File: config.mk
export PLATFORM = sky130hd
export DESIGN_NAME = bdsrp_top
export DESIGN_NICKNAME = d
export VERILOG_FILES = /design/src/inc/bdsrp_pkg.sv /design/src/hdl/bdsrp_sync.sv /design/src/hdl/bdsrp_top.sv
export SDC_FILE = /design/constraint.sdc
export NUM_CORES = 1
export LEC_CHECK = 0
export BUFFER_PORTS_ARGS = -buffer_cell sky130_fd_sc_hd__buf_2
export CORE_ASPECT_RATIO = 1.25
export CORE_UTILIZATION = 55
export CTS_BUF_LIST = sky130_fd_sc_hd__clkbuf_8
export DETAILED_ROUTE_END_ITERATION = 12
export PLACE_DENSITY = 0.79
export SYNTH_ARGS = -nofsm -noshare
export SYNTH_HDL_FRONTEND = slang
export SYNTH_HIERARCHICAL = 1
export SYNTH_SLANG_ARGS = --single-unit
File: constraint.sdc
create_clock -name sys_clk_in -period 3.1 [get_ports sys_clk_in]
set_input_delay 0.155 -clock sys_clk_in [delete_from_list [all_inputs] [get_ports sys_clk_in]]
set_output_delay 0.155 -clock sys_clk_in [all_outputs]
set_load 0.03 [all_outputs]
File: src/inc/bdsrp_pkg.sv
// Operation
// RULE1 - Sample input on serial clock rise
// RULE2 - Strobe high means no shifting
// RULE3 - Output undriven while strobe high
// RULE4 - Strobe rise after sixteen bits commits frame
// RULE5 - Wrong edge count: discard, flag error
// RULE6 - Error flag holds until valid write
// RULE7 - Address in top bits, then write flag
// RULE8 - Write flag stores bits ten to one
// RULE9 - Read flag: no store, send register
// RULE10 - Last bit gives odd word parity
// RULE11 - Parity never stored, computed per transfer
// RULE12 - Send msb first, change on fall
// RULE13 - Fault summary shown when strobe falls
// RULE14 - Read-only address written: send status, clear
// RULE15 - Read-only address read: send, then clear
// RULE16 - First five bits are status top
// RULE17 - Timing register: verify time, dead time
// RULE18 - Overcurrent and low-side threshold fields
// RULE19 - Two qualifier mode selector bits
// RULE20 - Disconnect and high-side threshold fields
// RULE21 - Clockless poll frame ends without error
// RULE22 - Write sends ten status bits, parity
// RULE23 - Fault summary set by any status
// RULE24 - Edge counter cleared at strobe fall
package bdsrp_pkg;

	// ********************************
	// Frame layout.
	// ********************************
	localparam int FRAME_BITS = 16;
	localparam int ADDR_MSB = 15;
	localparam int ADDR_LSB = 12;
	localparam int WR_BIT = 11;
	localparam int DATA_MSB = 10;
	localparam int DATA_LSB = 1;
	localparam logic [4:0] RX_CNT_FULL = 5'h10;
	localparam logic [4:0] RX_CNT_OVER = 5'h11;
	localparam logic [4:0] RX_CNT_WR = 5'h04;
	localparam logic [3:0] TX_IDX_LAST = 4'hf;

	// ********************************
	// Register addresses.
	// ********************************
	localparam logic [3:0] ADDR_TIMING = 4'h0;
	localparam logic [3:0] ADDR_OC_LS = 4'h1;
	localparam logic [3:0] ADDR_QUAL_HS = 4'h2;
	localparam logic [3:0] ADDR_RO0 = 4'h8;
	localparam logic [3:0] ADDR_RO1 = 4'h9;
	localparam logic [3:0] ADDR_RO2 = 4'hc;
	localparam logic [3:0] ADDR_RO3 = 4'hd;
	localparam logic [3:0] ADDR_RO4 = 4'he;

	// ********************************
	// Reset values.
	// ********************************
	localparam logic [9:0] TIMING_RESET = 10'h000;
	localparam logic [9:0] OC_LS_RESET = 10'h000;
	localparam logic [9:0] QUAL_HS_RESET = 10'h000;

	// ********************************
	// Status word bit positions.
	// ********************************
	localparam int ST_SUMMARY = 15;
	localparam int ST_POR = 14;
	localparam int ST_SERR = 13;

	// ********************************
	// Configuration field positions.
	// ********************************
	localparam int VERIFY_MSB = 9;
	localparam int VERIFY_LSB = 7;
	localparam int DEAD_MSB = 6;
	localparam int OC_MSB = 9;
	localparam int OC_LSB = 6;
	localparam int LS_MSB = 5;
	localparam int OC_QUAL_BIT = 9;
	localparam int DS_QUAL_BIT = 8;
	localparam int DISC_MSB = 7;
	localparam int DISC_LSB = 6;
	localparam int HS_MSB = 5;

	typedef struct packed {
		logic [3:0] overcurrent_verify_time;
		logic [6:0] dead_time_setting;
		logic [3:0] overcurrent_threshold;
		logic [5:0] lowside_drain_threshold;
		logic overcurrent_qualifier_select;
		logic drain_source_qualifier_select;
		logic [1:0] bridge_disconnect_threshold;
		logic [5:0] highside_drain_threshold;
	} bdsrp_cfg_t;

	typedef logic [4:0][9:0] bdsrp_diag_t;

endpackage

File: src/hdl/bdsrp_sync.sv
`timescale 1ns/10ps
module bdsrp_sync #(
	parameter int WIDTH = 1,
	parameter logic [WIDTH-1:0] RESET_VAL = '0
) (
	// Clock and reset.
	input wire logic sys_clk_in,
	input wire logic rstn_in,
	// Asynchronous levels in, synchronised levels out.
	input wire logic [WIDTH-1:0] async_in,
	output logic [WIDTH-1:0] sync_out
);

	logic [WIDTH-1:0] meta;

	always_ff @(posedge sys_clk_in or negedge rstn_in) begin
		if (!rstn_in) begin
			meta <= RESET_VAL;
			sync_out <= RESET_VAL;
		end else begin
			meta <= async_in;
			sync_out <= meta;
		end
	end

endmodule

File: src/hdl/bdsrp_top.sv
`timescale 1ns/10ps
module bdsrp_top (
	// Clock and reset.
	input wire logic sys_clk_in,
	input wire logic rstn_in,
	// Serial link pins.
	input wire logic serial_clock_in,
	input wire logic select_strobe_low_in,
	input wire logic serial_input_line_in,
	output logic serial_output_line_out,
	output logic serial_output_line_oe_out,
	// Monitor and diagnostic events.
	input wire logic [11:0] monitor_fault_in,
	input wire bdsrp_pkg::bdsrp_diag_t diag_set_in,
	// Configuration and flags.
	output bdsrp_pkg::bdsrp_cfg_t config_out,
	output logic serial_error_flag_out
);

	// ********************************
	// Pin synchronisers and edges.
	// ********************************
	logic [2:0] pins_s;
	logic strb_s;
	logic sck_s;
	logic din_s;
	logic strb_d;
	logic sck_d;
	logic active;
	logic fall_evt;
	logic end_evt;
	logic rise;
	logic fallck;
	bdsrp_sync #(.WIDTH(3), .RESET_VAL(3'h4)) u_sync (
		.sys_clk_in(sys_clk_in),
		.rstn_in(rstn_in),
		.async_in({select_strobe_low_in, serial_clock_in, serial_input_line_in}),
		.sync_out(pins_s)
	);
	assign strb_s = pins_s[2];
	assign sck_s = pins_s[1];
	assign din_s = pins_s[0];
	always_ff @(posedge sys_clk_in or negedge rstn_in) begin
		if (!rstn_in) begin
			strb_d <= 1'b1;
			sck_d <= 1'b0;
		end else begin
			strb_d <= strb_s;
			sck_d <= sck_s;
		end
	end

	// RULE2 gate on strobe
	assign active = ~strb_s;
	assign fall_evt = strb_d & ~strb_s;
	assign end_evt = ~strb_d & strb_s;
	assign rise = active & ~fall_evt & sck_s & ~sck_d;
	assign fallck = active & ~fall_evt & ~sck_s & sck_d;
	function automatic logic odd_par(input logic [14:0] bits);
		odd_par = ~^bits;
	endfunction
	function automatic logic is_ro(input logic [3:0] addr);
		is_ro = (addr == bdsrp_pkg::ADDR_RO0) || (addr == bdsrp_pkg::ADDR_RO1) ||
			(addr == bdsrp_pkg::ADDR_RO2) || (addr == bdsrp_pkg::ADDR_RO3) ||
			(addr == bdsrp_pkg::ADDR_RO4);
	endfunction
	function automatic logic [2:0] ro_index(input logic [3:0] addr);
		case (addr)
			bdsrp_pkg::ADDR_RO1: ro_index = 3'h1;
			bdsrp_pkg::ADDR_RO2: ro_index = 3'h2;
			bdsrp_pkg::ADDR_RO3: ro_index = 3'h3;
			bdsrp_pkg::ADDR_RO4: ro_index = 3'h4;
			default: ro_index = 3'h0;
		endcase
	endfunction

	// ********************************
	// Input shift register and edge count.
	// ********************************
	logic [15:0] shift_in;
	logic [4:0] rx_cnt;
	logic [3:0] rx_addr;
	logic rx_wr;
	logic frame_ok;
	logic frame_bad;
	logic status_clear;

	always_ff @(posedge sys_clk_in or negedge rstn_in) begin
		if (!rstn_in) begin
			shift_in <= 16'h0000;
		// RULE1 shift on rise
		end else if (rise) begin
			shift_in <= {shift_in[14:0], din_s};
		end
	end
	always_ff @(posedge sys_clk_in or negedge rstn_in) begin
		if (!rstn_in) begin
			rx_cnt <= 5'h00;
		// RULE24 clear at fall
		end else if (fall_evt) begin
			rx_cnt <= 5'h00;
		end else if (rise && rx_cnt != bdsrp_pkg::RX_CNT_OVER) begin
			rx_cnt <= rx_cnt + 5'h01;
		end
	end

	// RULE7 address and flag
	assign rx_addr = shift_in[bdsrp_pkg::ADDR_MSB:bdsrp_pkg::ADDR_LSB];
	assign rx_wr = shift_in[bdsrp_pkg::WR_BIT];
	// RULE4 commit on strobe rise
	assign frame_ok = end_evt && (rx_cnt == bdsrp_pkg::RX_CNT_FULL);
	// RULE21 no edges is no error
	assign frame_bad = end_evt && (rx_cnt != bdsrp_pkg::RX_CNT_FULL) && (rx_cnt != 5'h00);
	assign status_clear = frame_ok && rx_wr;

	// ********************************
	// Configuration registers.
	// ********************************
	logic [9:0] cfg_reg [3];

	always_ff @(posedge sys_clk_in or negedge rstn_in) begin
		if (!rstn_in) begin
			cfg_reg[0] <= bdsrp_pkg::TIMING_RESET;
			cfg_reg[1] <= bdsrp_pkg::OC_LS_RESET;
			cfg_reg[2] <= bdsrp_pkg::QUAL_HS_RESET;
		// RULE8 store data bits
		end else if (status_clear) begin
			if (rx_addr == bdsrp_pkg::ADDR_TIMING) begin
				cfg_reg[0] <= shift_in[bdsrp_pkg::DATA_MSB:bdsrp_pkg::DATA_LSB];
			end
			if (rx_addr == bdsrp_pkg::ADDR_OC_LS) begin
				cfg_reg[1] <= shift_in[bdsrp_pkg::DATA_MSB:bdsrp_pkg::DATA_LSB];
			end
			if (rx_addr == bdsrp_pkg::ADDR_QUAL_HS) begin
				cfg_reg[2] <= shift_in[bdsrp_pkg::DATA_MSB:bdsrp_pkg::DATA_LSB];
			end
		end
	end

	// RULE17 timing fields
	assign config_out.overcurrent_verify_time =
		{1'b0, cfg_reg[0][bdsrp_pkg::VERIFY_MSB:bdsrp_pkg::VERIFY_LSB]};
	assign config_out.dead_time_setting = cfg_reg[0][bdsrp_pkg::DEAD_MSB:0];
	// RULE18 threshold fields
	assign config_out.overcurrent_threshold = cfg_reg[1][bdsrp_pkg::OC_MSB:bdsrp_pkg::OC_LSB];
	assign config_out.lowside_drain_threshold = cfg_reg[1][bdsrp_pkg::LS_MSB:0];
	// RULE19 qualifier selectors
	assign config_out.overcurrent_qualifier_select = cfg_reg[2][bdsrp_pkg::OC_QUAL_BIT];
	assign config_out.drain_source_qualifier_select = cfg_reg[2][bdsrp_pkg::DS_QUAL_BIT];
	// RULE20 supply and high side
	assign config_out.bridge_disconnect_threshold =
		cfg_reg[2][bdsrp_pkg::DISC_MSB:bdsrp_pkg::DISC_LSB];
	assign config_out.highside_drain_threshold = cfg_reg[2][bdsrp_pkg::HS_MSB:0];

	// ********************************
	// Read-only result registers.
	// ********************************
	logic [9:0] ro_reg [5];

	always_ff @(posedge sys_clk_in or negedge rstn_in) begin
		if (!rstn_in) begin
			for (int i = 0; i < 5; i++) begin
				ro_reg[i] <= 10'h000;
			end
		end else begin
			for (int i = 0; i < 5; i++) begin
				// RULE15 clear after read
				if (frame_ok && !rx_wr && is_ro(rx_addr) && ro_index(rx_addr) == 3'(i)) begin
					ro_reg[i] <= diag_set_in[i];
				end else begin
					ro_reg[i] <= ro_reg[i] | diag_set_in[i];
				end
			end
		end
	end

	// ********************************
	// Status word.
	// ********************************
	logic por_flag;
	logic err_flag;
	logic [11:0] mon_latch;
	logic [15:0] status_word;

	always_ff @(posedge sys_clk_in or negedge rstn_in) begin
		if (!rstn_in) begin
			por_flag <= 1'b1;
			mon_latch <= 12'h000;
		// RULE14 clear status after write
		end else if (status_clear) begin
			por_flag <= 1'b0;
			mon_latch <= monitor_fault_in;
		end else begin
			mon_latch <= mon_latch | monitor_fault_in;
		end
	end

	always_ff @(posedge sys_clk_in or negedge rstn_in) begin
		if (!rstn_in) begin
			err_flag <= 1'b0;
		// RULE5 flag bad frame
		end else if (frame_bad) begin
			err_flag <= 1'b1;
		// RULE6 cleared by valid write
		end else if (status_clear) begin
			err_flag <= 1'b0;
		end
	end

	// RULE23 summary of all bits
	assign status_word = {|{por_flag, err_flag, mon_latch}, por_flag, err_flag, mon_latch, 1'b0};
	assign serial_error_flag_out = err_flag;

	// ********************************
	// Output word and serial output.
	// ********************************
	logic [15:0] tx_word;
	logic [3:0] tx_idx;
	logic [9:0] rd_data;

	always_comb begin
		rd_data = 10'h000;
		case (shift_in[3:0])
			bdsrp_pkg::ADDR_TIMING: rd_data = cfg_reg[0];
			bdsrp_pkg::ADDR_OC_LS: rd_data = cfg_reg[1];
			bdsrp_pkg::ADDR_QUAL_HS: rd_data = cfg_reg[2];
			default: begin
				if (is_ro(shift_in[3:0])) begin
					rd_data = ro_reg[ro_index(shift_in[3:0])];
				end
			end
		endcase
	end

	always_ff @(posedge sys_clk_in or negedge rstn_in) begin
		if (!rstn_in) begin
			tx_word <= 16'h0000;
		// RULE10 RULE22 status, odd parity
		end else if (fall_evt) begin
			tx_word <= {status_word[15:1], odd_par(status_word[15:1])};
		// RULE9 RULE16 read keeps status top
		end else if (rise && rx_cnt == bdsrp_pkg::RX_CNT_WR && !din_s) begin
			// RULE10 RULE11 fresh odd parity
			tx_word[10:0] <= {rd_data, odd_par({tx_word[15:11], rd_data})};
		end
	end

	always_ff @(posedge sys_clk_in or negedge rstn_in) begin
		if (!rstn_in) begin
			tx_idx <= 4'h0;
		end else if (fall_evt) begin
			tx_idx <= 4'h0;
		// RULE12 advance on fall
		end else if (fallck && tx_idx != bdsrp_pkg::TX_IDX_LAST) begin
			tx_idx <= tx_idx + 4'h1;
		end
	end

	always_ff @(posedge sys_clk_in or negedge rstn_in) begin
		if (!rstn_in) begin
			serial_output_line_out <= 1'b0;
			serial_output_line_oe_out <= 1'b0;
		end else begin
			// RULE3 release when idle
			serial_output_line_oe_out <= active;
			// RULE13 summary first
			if (fall_evt) begin
				serial_output_line_out <= status_word[bdsrp_pkg::ST_SUMMARY];
			end else begin
				serial_output_line_out <= active & tx_word[bdsrp_pkg::TX_IDX_LAST - tx_idx];
			end
		end
	end
endmodule

* After elaboration in Yosys (flattened, before gate mapping)
Cells that the tools add are included.
Cells by class: $add $sub $neg 3, $lt $le $gt $ge 2, equal/unequal tests 23, muxes and demuxes 26, bitwise logic cells 20, reduce and logical (&&, ||, !) cells 40
Operators with widths (count):
- two-way mux 10 bit | 8
- bitwise OR 10 bit | 5
- equality test 4 bit, second input constant | 10
- binary-select mux 10 bit (select 3 bit) | 1
- one-hot mux 10 bit (3 select lines) | 1
- XNOR reduction 15 bit | 2
- one-hot mux 3 bit (4 select lines) | 2
- two-way mux 11 bit | 2
- logical AND 1 bit | 15
- OR reduction 14 bit | 1
- two-way mux 12 bit | 1
- bitwise OR 12 bit | 1
- two-way mux 5 bit | 2
- inequality test 5 bit, second input constant | 2
- AND 1 bit | 8
- equality test 4 x 1 -> 1 bit, second input constant | 2
- equality test 4 x 2 -> 1 bit, second input constant | 2
- logical NOT 4 bit | 2
- logical OR 1 bit | 8
- two-way mux 4 bit | 2
- nonzero test 2 bit | 4
- equality test 3 x 2 -> 1 bit, second input constant | 2
- two-way mux 3 bit | 2
- AND reduction 2 bit | 3
- 18 further kinds | 26
Word-level totals: flip-flop bits (word level) 145, input port bits 67, output and inout bits 34, logic and storage cells 136

* Longest topological paths before layout
Gate-level depths: netlist of run 1.
word-level depth 16, gate-level depth with buffers 12, depth with buffers taken out 9

* By module
Netlist of run 1, hierarchy kept.
By module, submodules not included:
- bdsrp_top | times used 1, cells an instance 524, area an instance 6453.7 µm², seq. area each 3480.8 µm²
- bdsrp_sync | times used 1, cells an instance 6, area an instance 152.6 µm², seq. area each 152.6 µm²

* Worst setup path after synthesis of run 1
Ideal clock, no wire load.
path kind flip-flop to flip-flop, start reg rx_cnt[0], end reg cfg_reg, in the netlist config_out[10], setup time 0.125 ns, arrival 2.246 ns, required time 2.975 ns, slack 0.729 ns, stages on the path, launching flop included 10, buffers on the path 1, clock period less this slack 2.371 ns, path through dfrtp_1 -> inv_1 -> ha_1 -> nor3b_2 -> and4b_1 -> nand2_1 -> or3_1 -> nor3b_1 -> buf_2 -> mux2_2
On the way: word-level cells in the longest chain between the ends 4
Ends and longest elaborated chain:
- start: declaration | RTL line bdsrp_top.sv:81 | logic [4:0] rx_cnt;
- start signal: assignment | RTL line bdsrp_top.sv:103 | rx_cnt <= rx_cnt + 5'h01;
- equality test 5 bit | RTL line bdsrp_top.sv:111 | assign frame_ok = end_evt && (rx_cnt == bdsrp_pkg::RX_CNT_FULL);
- logical AND 1 bit | RTL line bdsrp_top.sv:111
- logical AND 1 bit | RTL line bdsrp_top.sv:114 | assign status_clear = frame_ok && rx_wr;
- AND reduction 2 bit (no line)
- end: declaration | RTL line bdsrp_top.sv:119 | logic [9:0] cfg_reg [3];
Every way passes these cells. A chain may end at the register's enable or synchronous reset.

* Worst setup path after layout of run 1
start reg rx_cnt[0], end reg cfg_reg, in the netlist config_out[17]
Same word-level chain as after synthesis.

==> results of run 1 <==
-- layout by cell type, fill, tap and decap left out, drive strengths merged, types with 8 or more instances in the layout --
cell type,netlist,final
buf,16,113
xnor2,19,19
mux2,55,55
mux4,9,9
nor2,17,17
dfrtp,141,141
clkbuf,10,19
dlygate4sd3,0,66
o22ai,8,8
nand2,20,20
ha,11,11
inv,20,22
a21oi,14,14
a22oi,14,14
nor2b,9,9
a21o,62,62
mux2i,12,12
o21ai,27,27
-- cells in the mapped netlist, drive strengths merged, types with 2 or more instances --
cell type,number,area [µm²]
inv,20,75.1
dfstp,4,105
ha,11,138
o21ai,27,139
nor3b,3,27.5
buf,16,96.3
nand2,20,75.1
and4b,2,20.0
a221oi,3,26.3
o22ai,8,50.1
xor2,7,61.3
o31ai,4,30.0
or3,2,12.5
mux4,9,206
a21o,62,465
xnor2,19,174
nand2b,7,43.8
nor3,6,41.3
clkbuf,10,37.5
nor2,17,63.8
nor2b,9,56.3
mux2i,12,120
mux2,55,623
dfrtp,141,3530
a21oi,14,70.1
nand3,3,15.0
a22oi,14,110
nor4b,2,17.5
and2b,2,15.0
o211ai,2,15.0
a31oi,3,18.8
nand4,6,37.5
-- power by group through the flow --
stage | Clock [W] | Combinational [W] | Sequential, W
after floorplan | 0 | 0.000739 | 0.00204
after global placement | 0 | 0.000940 | 0.00207
after detailed placement | 0 | 0.000955 | 0.00207
after CTS | 0.00161 | 0.00103 | 0.00204
after global routing | 0.00169 | 0.00113 | 0.00205
final | 0.00160 | 0.00104 | 0.00204
-- kinds of logic (layout without fill, tap and decap cells) --
logic type / count (synthesis) / in the layout / synth area share
AO/OA/AOI/OAI: 139 / 139 / 0.143
XOR/XNOR: 27 / 27 / 0.0390
AND/OR/NAND/NOR: 85 / 85 / 0.0714
adder cells (fa/ha/maj): 11 / 11 / 0.0208
flip-flops: 145 / 145 / 0.550
other: 1 / 1 / 0.000568
buffers and inverters: 46 / 230 / 0.0316
multiplexers: 76 / 76 / 0.144
-- metrics by stage --
stage                     utilization  std cells  hold slack (ps)  cell area, µm²
after global routing            0.719        875              359            8390
after global placement          0.625        778              265            7300
final                           0.719        875              350            8390
after CTS                       0.719        875              346            8390
after detailed placement        0.625        778              267            7300
after floorplan                     -        530             -141            6610
-- path summary, 6_finish.rpt --
| check | to | slack [ps] | cells after the start |
|---|---|---|---|
| max | config_out[17] | 420 | 9 |
| min | sck_d | 350 | 2 |
| max reg2reg | config_out[17] | 420 | 9 |
| min reg2reg | u_sync/sync_out[0] | 350 | 0 |
| max in group asynchronous | por_flag | 1890 | 3 |
| min in group sys_clk_in | u_sync/sync_out[0] | 350 | 0 |
-- layout make-up --
class / count / share of cell area
Sequential cell: 145 / 0.433
Inverter: 20 / 0.00895
Clock buffer: 19 / 0.0312
Multi-Input combinational cell: 339 / 0.330
Clock inverter: 12 / 0.0198
Timing Repair Buffer: 179 / 0.153
Tap cell: 161 / 0.0240
-- routing by layer --
metal | vias to the layer above | wire length, µm | track usage
li1 | 2246 | - | -
met1 | 2531 | 6290 | 0.330
met2 | 159 | 9070 | 0.503
met3 | 51 | 681 | 0.0584
met4 | 0 | 622 | 0.162
met5 | - | 0 | 0
==> summary.txt, run 1 <==
Yosys
  – Top FF cell, synth: dfrtp_1
  – Post-Syn Nets: 608
  – Syn Inst Count: 530
  – Syn Std Cell Area: 6610 µm²
  – Seq cells post-synth: 145
  – Syn. warnings: 6
  – Async set-reset flop share out of synthesis: 1.00
  – Post-synth EDFFs: 0
  – Post-synthesis sequential area ratio: 0.550
  – Synth unique cells: 54
  – Syn_area_per_cell: 12.5 µm²

STA
  – Rel. slew slack: 0.443
  – Peak Freq: 373 MHz
  – Worst slew pin tran: 831 ps
  – Worst setup margin: 421 ps
  – Setup TNS: 0 ps
  – Period minus WS final: 2680 ps
  – Clk_skew: 10.6 ps
  – Finish-stage setup viols: 0
  – Final hold violation count: 0
  – Period utilization: 0.864
  – RSZ-0062 raised after global routing: false
  – Pins Over Slew Limit: 0

Clock tree
  – Post_cts resized: 0
  – Clk buf depth: 2
  – Clock slew at reported path FFs: 70 ps
  – Clk root buf: clkbuf_8
  – Post-CTS setup buffers: 0
  – Number of buffers inserted by hold repair at cts: 66
  – H-tree levels: 4
  – CTS tree: yes
  – CTS buffer count: 17
  – Clock tree sinks: 145
  – Later-pin clock latency in the skew report: 440 ps

Global route
  – Global-route wire length before repair: 27200 µm
  – GR Overflow Total: 0
  – Initial antenna violation count: 0
  – Vias in the first global route: 5468
  – Largest net degree at the start of global routing: 90
  – All-Layer GR Usage: 0.290

Layout
  – Diode count: 0
  – Area occupied by multi-input gates: 2770 µm²
  – Area grow syn2layout: 27.0%
  – Layout filler cell count: 843
  – Reg area: 3630 µm²
  – Final net count: 780
  – Share of post-route cells with drive strength above 1: 0.301
  – Number of flip-flops in the largest register: 50

Worst setup path
  – Worst setup EP type: register
  – Beginning of the critical path: rx_cnt[0]
  – CP delay by family, top: simple AND/OR/NAND/NOR gates
  – CP max-delay cell: dfrtp_1
  – FF-to-FF Start: rx_cnt[0]
  – Worst path arrival time: 3010 ps
  – Worst Path Max Fanout: 10
  – Crit Path Category: register to register
  – Worst Path Required: 3430 ps
  – Critical path launch point type: register
  – Crit path buffers/inverters: 2
  – CP max stage delay: 440 ps
  – CP Cell Sequence: inv_1 -> ha_1 -> nor3b_2 -> and4b_1 -> nand2_1 -> or3_1 -> nor3b_1 -> buf_4 -> mux2_2

Power and ir drop
  – Combinational power share: 0.222
  – Cell Pwr Density: 558 nW/µm²
  – Clock power frac: 0.342
  – Leakage: 3.72 nW
  – Internal: 0.00337 W
  – Power Total: 0.00468 W
  – Net Switching: 0.00131 W
  – Sw Ratio: 0.279
  – Seq pwr share: 0.436
  – Worst vdd ir: 415 µV

Die
  – FP Rows: 44
  – Die width: 100 µm
  – Initial core utilization: 0.566
  – Die ar.: 12500 µm²
  – # IOs: 101
  – Core area: 11700 µm²
  – Chip height: 125 µm

Place
  – Post-DP HPWL: 11100 µm
  – IO buf count: 99
  – Worst slack at placement: 461 ps
  – Global placer's final weighted congestion: 0.881

Route
  – Antenna viol nets, final: 0
  – Vias: 4987
  – Initial DRT Pass Iterations: 6
  – Routed wire length: 16700 µm
  – Initial DRC Count: 250
  – Per-cell routed wire length: 19.1 µm
  – Drt drc: 0
  – Via-per-instance ratio: 5.70

Flow run
  – Max-Cap Viols: 0

Outcome
  – Status: finished clean

Hold path
  – Hold Path Class: input pin to async pin
No activity file was read; power rests on OpenSTA's default activity.
==> run 2: changes to the inputs <==
Settings changed: RECOVER_POWER from default to 25.
==> summary.txt, run 2 (synthesis results as in run 1) <==
Worst setup path
  – Worst Path Max Fanout: 10 (unchanged)
  – Reg2reg setup slack: 420 ps (about the same)
  – CP delay by family, top: simple AND/OR/NAND/NOR gates
  – CP Cell Sequence: inv_1 -> ha_1 -> nor3b_2 -> and4b_1 -> nand2_1 -> or3_1 -> nor3b_1 -> buf_4 -> mux2_2
  – Worst setup EP type: register
  – CP max stage delay: 440 ps (about the same)
  – CP max-delay cell: dfrtp_1
  – Critical path launch point type: register
  – Crit Path Category: register to register
  – Worst Path Required: 3430 ps (about the same)
  – Worst path arrival time: 3010 ps (about the same)
  – Crit path buffers/inverters: 2 (unchanged)

Power and ir drop
  – Worst vdd ir: 415 µV (about the same)
  – Power Total: 0.00468 W (about the same)
  – Leakage: 3.71 nW (about the same)
  – Cell Pwr Density: 559 nW/µm² (about the same)

Layout
  – Diode count: 0 (unchanged)
  – Area grow syn2layout: 26.9% (about the same)
  – Number of flip-flops in the largest register: 50 (unchanged)
  – Share of post-route cells with drive strength above 1: 0.300 (-0.00140)
  – Most frequent cells in the layout: 141 x dfrtp_1, 98 x buf_2, 66 x dlygate4sd3_1, 62 x a21o_1, 53 x mux2_2
  – Final net count: 780 (unchanged)
  – Leading cell type in the layout, fill and taps excluded: dfrtp_1

Global route
  – Largest net degree at the start of global routing: 90 (unchanged)
  – Initial antenna violation count: 0 (unchanged)
  – Global-route wire length before repair: 27200 µm (unchanged)
  – Vias in the first global route: 5468 (unchanged)
  – All-Layer GR Usage: 0.290 (unchanged)
  – GR Overflow Total: 0 (unchanged)

Route
  – Drt drc: 0 (unchanged)
  – Routed wire length: 16600 µm (-0.13%)
  – Vias: 4980 (-0.14%)
  – Initial DRT Pass Iterations: 6 (unchanged)
  – Per-cell routed wire length: 19.0 µm (-0.13%)
  – Via-per-instance ratio: 5.69 (-0.14%)
  – Antenna viol nets, final: 0 (unchanged)
  – Initial DRC Count: 250 (unchanged)

STA
  – RSZ-0062 raised after global routing: false
  – Finish-stage setup viols: 0 (unchanged)
  – Period utilization: 0.864 (about the same)
  – Period minus WS final: 2680 ps (+0.605 ps)
  – Pins Over Slew Limit: 89 (+89)
  – Setup TNS: 0 ps (unchanged)
  – Rel. slew slack: -0.449 (-0.892)
  – Worst slew pin tran: 2170 ps (+1340 ps)
  – Clk_skew: 12.1 ps (+1.49 ps)
  – Peak Freq: 373 MHz (about the same)
  – Final hold violation count: 0 (unchanged)

Clock tree
  – Later-pin clock latency in the skew report: 450 ps (about the same)
  – H-tree levels: 4 (unchanged)
  – CTS tree: yes
  – Post_cts resized: 0 (unchanged)
  – Clock tree sinks: 145 (unchanged)
  – Post-CTS setup buffers: 0 (unchanged)
  – Clk buf depth: 2 (unchanged)
  – CTS buffer count: 17 (unchanged)
  – Clk root buf: clkbuf_8
  – Clock slew at reported path FFs: 80 ps (about the same)

Hold path
  – Hold Path Class: register to register

Outcome
  – Status: finished with violations
  – Failing checks: capacitance limit, slew limit

Die
  – Die width: 100 µm (unchanged)
  – # IOs: 101 (unchanged)
  – Core area: 11700 µm² (unchanged)
  – Chip height: 125 µm (unchanged)
  – Initial core utilization: 0.566 (unchanged)
  – Die ar.: 12500 µm² (unchanged)
  – FP Rows: 44 (unchanged)

Place
  – IO buf count: 99 (unchanged)
  – Global placer's final weighted congestion: 0.881 (unchanged)
  – Post-DP HPWL: 11100 µm (unchanged)

Flow run
  – Max-Cap Viols: 1 (+1)
run 2: per-stage QoR:
step / worst slack (ps) / cell area (µm²) / util / cells / hold WS, ps
global placement: 543 / 7300 / 0.625 / 778 / 265
finish: 420 / 8380 / 0.718 / 875 / 352
CTS: 436 / 8390 / 0.719 / 875 / 346
global route: 191 / 8380 / 0.718 / 875 / 359
detailed placement: 461 / 7300 / 0.625 / 778 / 267
floorplan: 729 / 6610 / - / 530 / -141
run 2: worst paths after layout:
| kind | to | from | cells past startpoint |
|---|---|---|---|
| min in group asynchronous | rx_cnt[3] | rstn_in | 2 |
| max in group asynchronous | ro_reg[40] | rstn_in | 2 |
| worst min register to register | u_sync/sync_out[0] | u_sync/meta[0] | 0 |
| worst max-delay path | config_out[17] | rx_cnt[0] | 9 |
| worst min-delay path | u_sync/sync_out[0] | u_sync/meta[0] | 0 |
| worst max register to register | config_out[17] | rx_cnt[0] | 9 |
run 2: power breakdown:
group / switching, W / internal, W / leakage, nW
combinational: 0.000523 / 0.000516 / 1.88
clock: 0.000696 / 0.000906 / 0.220
sequential: 0.0000880 / 0.00195 / 1.61
total: 0.00131 / 0.00337 / 3.71
run 2: cell type report:
| class | instances | area (µm²) |
|---|---|---|
| clock inverter | 12 | 166 |
| inverter | 20 | 75.1 |
| fill | 842 | 3290 |
| clock buffer | 19 | 262 |
| timing repair buffer | 179 | 1270 |
| tap | 161 | 201 |
| multi-input combinational | 339 | 2770 |
| sequential | 145 | 3630 |
run 2: what timing repair did:
| item | CTS | global route |
|---|---|---|
| hold buffers | 66 | 0 |
| endpoints found under the setup margin | 0 | 0 |
| hold endpoints to repair | 150 | 0 |
run 2: metal layers:
metal | global-route usage | vias up | wire length [µm]
li1 | - | 2245 | -
met1 | 0.330 | 2523 | 6280
met2 | 0.503 | 159 | 9060
met3 | 0.0584 | 53 | 684
met4 | 0.162 | 0 | 626
met5 | 0 | - | 0
==> run 3: changes to the inputs <==
Settings changed: CAP_MARGIN from default to 20, CORE_UTILIZATION 55 to 59, PLACE_DENSITY 0.79 to 0.83.
==> summary.txt, run 3 (synthesis results as in run 1) <==
Hold path
  – Hold Path Class: register to register

Clock tree
  – Later-pin clock latency in the skew report: 450 ps (about the same)
  – CTS buffer count: 17 (unchanged)
  – CTS tree: yes
  – Clk buf depth: 2 (unchanged)
  – Clock tree sinks: 145 (unchanged)
  – Clock slew at reported path FFs: 80 ps (about the same)
  – Clk root buf: clkbuf_8
  – H-tree levels: 4 (unchanged)

Global route
  – Global-route wire length before repair: 26600 µm (-2.5%)
  – Initial antenna violation count: 0 (unchanged)
  – Largest net degree at the start of global routing: 85 (-5.6%)
  – Vias in the first global route: 5319 (-2.7%)
  – All-Layer GR Usage: 0.301 (+0.0110)
  – GR Overflow Total: 0 (unchanged)

Flow run
  – Max-Cap Viols: 1 (unchanged)

Layout
  – Layout filler cell count: 670 (-20%)
  – Leading cell type in the layout, fill and taps excluded: dfrtp_1
  – Reg area: 3630 µm² (unchanged)
  – Final net count: 780 (unchanged)
  – Area grow syn2layout: 25.5%
  – Most frequent cells in the layout: 141 x dfrtp_1, 98 x buf_2, 66 x dlygate4sd3_1, 62 x a21o_1, 53 x mux2_2
  – Share of post-route cells with drive strength above 1: 0.297 (-0.00280)
  – Area occupied by multi-input gates: 2770 µm² (unchanged)
  – Number of flip-flops in the largest register: 50 (unchanged)
  – Diode count: 0 (unchanged)

Worst setup path
  – Critical path launch point type: register
  – CP max-delay cell: dfrtp_1
  – Crit path buffers/inverters: 0 (-2)
  – Worst path arrival time: 3040 ps (+30 ps)
  – Worst setup EP type: register
  – Worst Path Required: 3460 ps (+30 ps)
  – Worst Path Max Fanout: 16 (+6)
  – CP Cell Sequence: mux4_2 -> nand2b_1 -> nand4_1 -> xnor2_1 -> xnor2_2 -> xnor3_1 -> xnor2_1 -> nand2b_1 -> a22oi_2
  – CP max stage delay: 680 ps (+240 ps)
  – Crit Path Category: register to register
  – CP delay by family, top: XOR/XNOR gates

Route
  – Drt drc: 0 (unchanged)
  – Initial DRC Count: 318 (+27%)
  – Initial DRT Pass Iterations: 5 (-1)
  – Per-cell routed wire length: 19.8 µm (+3.9%)
  – Vias: 5024 (+0.88%)
  – Antenna viol nets, final: 0 (unchanged)
  – Routed wire length: 16700 µm (+0.43%)
  – Via-per-instance ratio: 5.94 (+4.3%)

STA
  – Period minus WS final: 2680 ps (+3.26 ps)
  – Final hold violation count: 0 (unchanged)
  – Peak Freq: 373 MHz (-0.12%)
  – Clk_skew: 11.7 ps (-0.373 ps)
  – Worst slew pin tran: 2070 ps (-99.1 ps)
  – Worst hold margin: 351 ps (-1.07 ps)
  – Setup TNS: 0 ps (unchanged)
  – Period utilization: 0.865 (+0.00105)
  – Pins Over Slew Limit: 85 (-4.5%)
  – Rel. slew slack: -0.383 (+0.0661)
  – Finish-stage setup viols: 0 (unchanged)
  – RSZ-0062 raised after global routing: false

Power and ir drop
  – Leakage: 3.70 nW (-0.51%)
  – Cell Pwr Density: 550 nW/µm² (-1.6%)
  – Power Total: 0.00456 W (-2.6%)
  – Worst vdd ir: 363 µV (-13%)

Place
  – Post-DP HPWL: 10800 µm (-2.4%)
  – IO buf count: 99 (unchanged)
  – Global placer's final weighted congestion: 0.877 (-0.48%)

Die
  – Core area: 10700 µm² (-8.1%)
  – # IOs: 101 (unchanged)
  – Chip height: 120 µm (-3.4%)
  – Die ar.: 11600 µm² (-6.7%)
  – Die width: 96.6 µm (-3.4%)
  – FP Rows: 42 (-4.5%)
  – Initial core utilization: 0.616 (+0.0502)

Outcome
  – Status: finished with violations
  – Failing checks: capacitance limit, slew limit
-- run 3: changes by cell type in the layout (fill, tap and decap cells not counted) --
cell	change
clkinv_4	+1
clkbuf_8	-2
bufinv_16	-1
buf_12	-1
buf_4	+1
inv_1	+2
-- run 3: area by class of cell --
class	instances	area share
Sequential cell	145	0.438
Clock inverter	14	0.0184
Clock buffer	17	0.0282
Inverter	20	0.00905
Multi-Input combinational cell	339	0.334
Tap cell	132	0.0199
Timing Repair Buffer	179	0.152
-- run 3: routing by layer --
layer,GRT usage,vias to the layer above,wire length [µm]
met1,0.351,2512,6410
met4,0.154,0,591
met5,0,-,0
met3,0.0543,58,852
met2,0.532,202,8860
li1,-,2252,-
-- run 3: worst paths after layout --
kind	from	to	slack, ps	cells past startpoint
max in group asynchronous	rstn_in	por_flag	840	3
setup reg to reg	shift_in[2]	tx_word[0]	420	9
setup / recovery	shift_in[2]	tx_word[0]	420	9
hold / removal	u_sync/meta[0]	u_sync/sync_out[0]	350	0
hold reg to reg	u_sync/meta[0]	u_sync/sync_out[0]	350	0
min in group asynchronous	rstn_in	serial_output_line_oe_out	860	2
-- run 3: repair_timing --
item / 4_1_cts / 5_1_grt
endpoints found under the hold margin: 144 / 0
hold buffers: 66 / 0
resized for setup: 0 / 0
setup buffers: 0 / 0
-- run 3: per-stage QoR --
stage / instance area [µm²] / cells / utilization / setup slack [ps]
floorplan: 6610 / 530 / - / 729
global placement: 7250 / 749 / 0.676 / 550
detailed placement: 7250 / 749 / 0.676 / 451
CTS: 8300 / 846 / 0.774 / 421
global route: 8290 / 846 / 0.773 / 257
finish: 8290 / 846 / 0.773 / 417
-- run 3: report_power, final --
part / switching [W] / leakage [nW] / internal [W]
Sequential: 0.000110 / 1.61 / 0.00195
Combinational: 0.000509 / 1.88 / 0.000515
Clock: 0.000698 / 0.206 / 0.000776
Total: 0.00132 / 3.70 / 0.00324
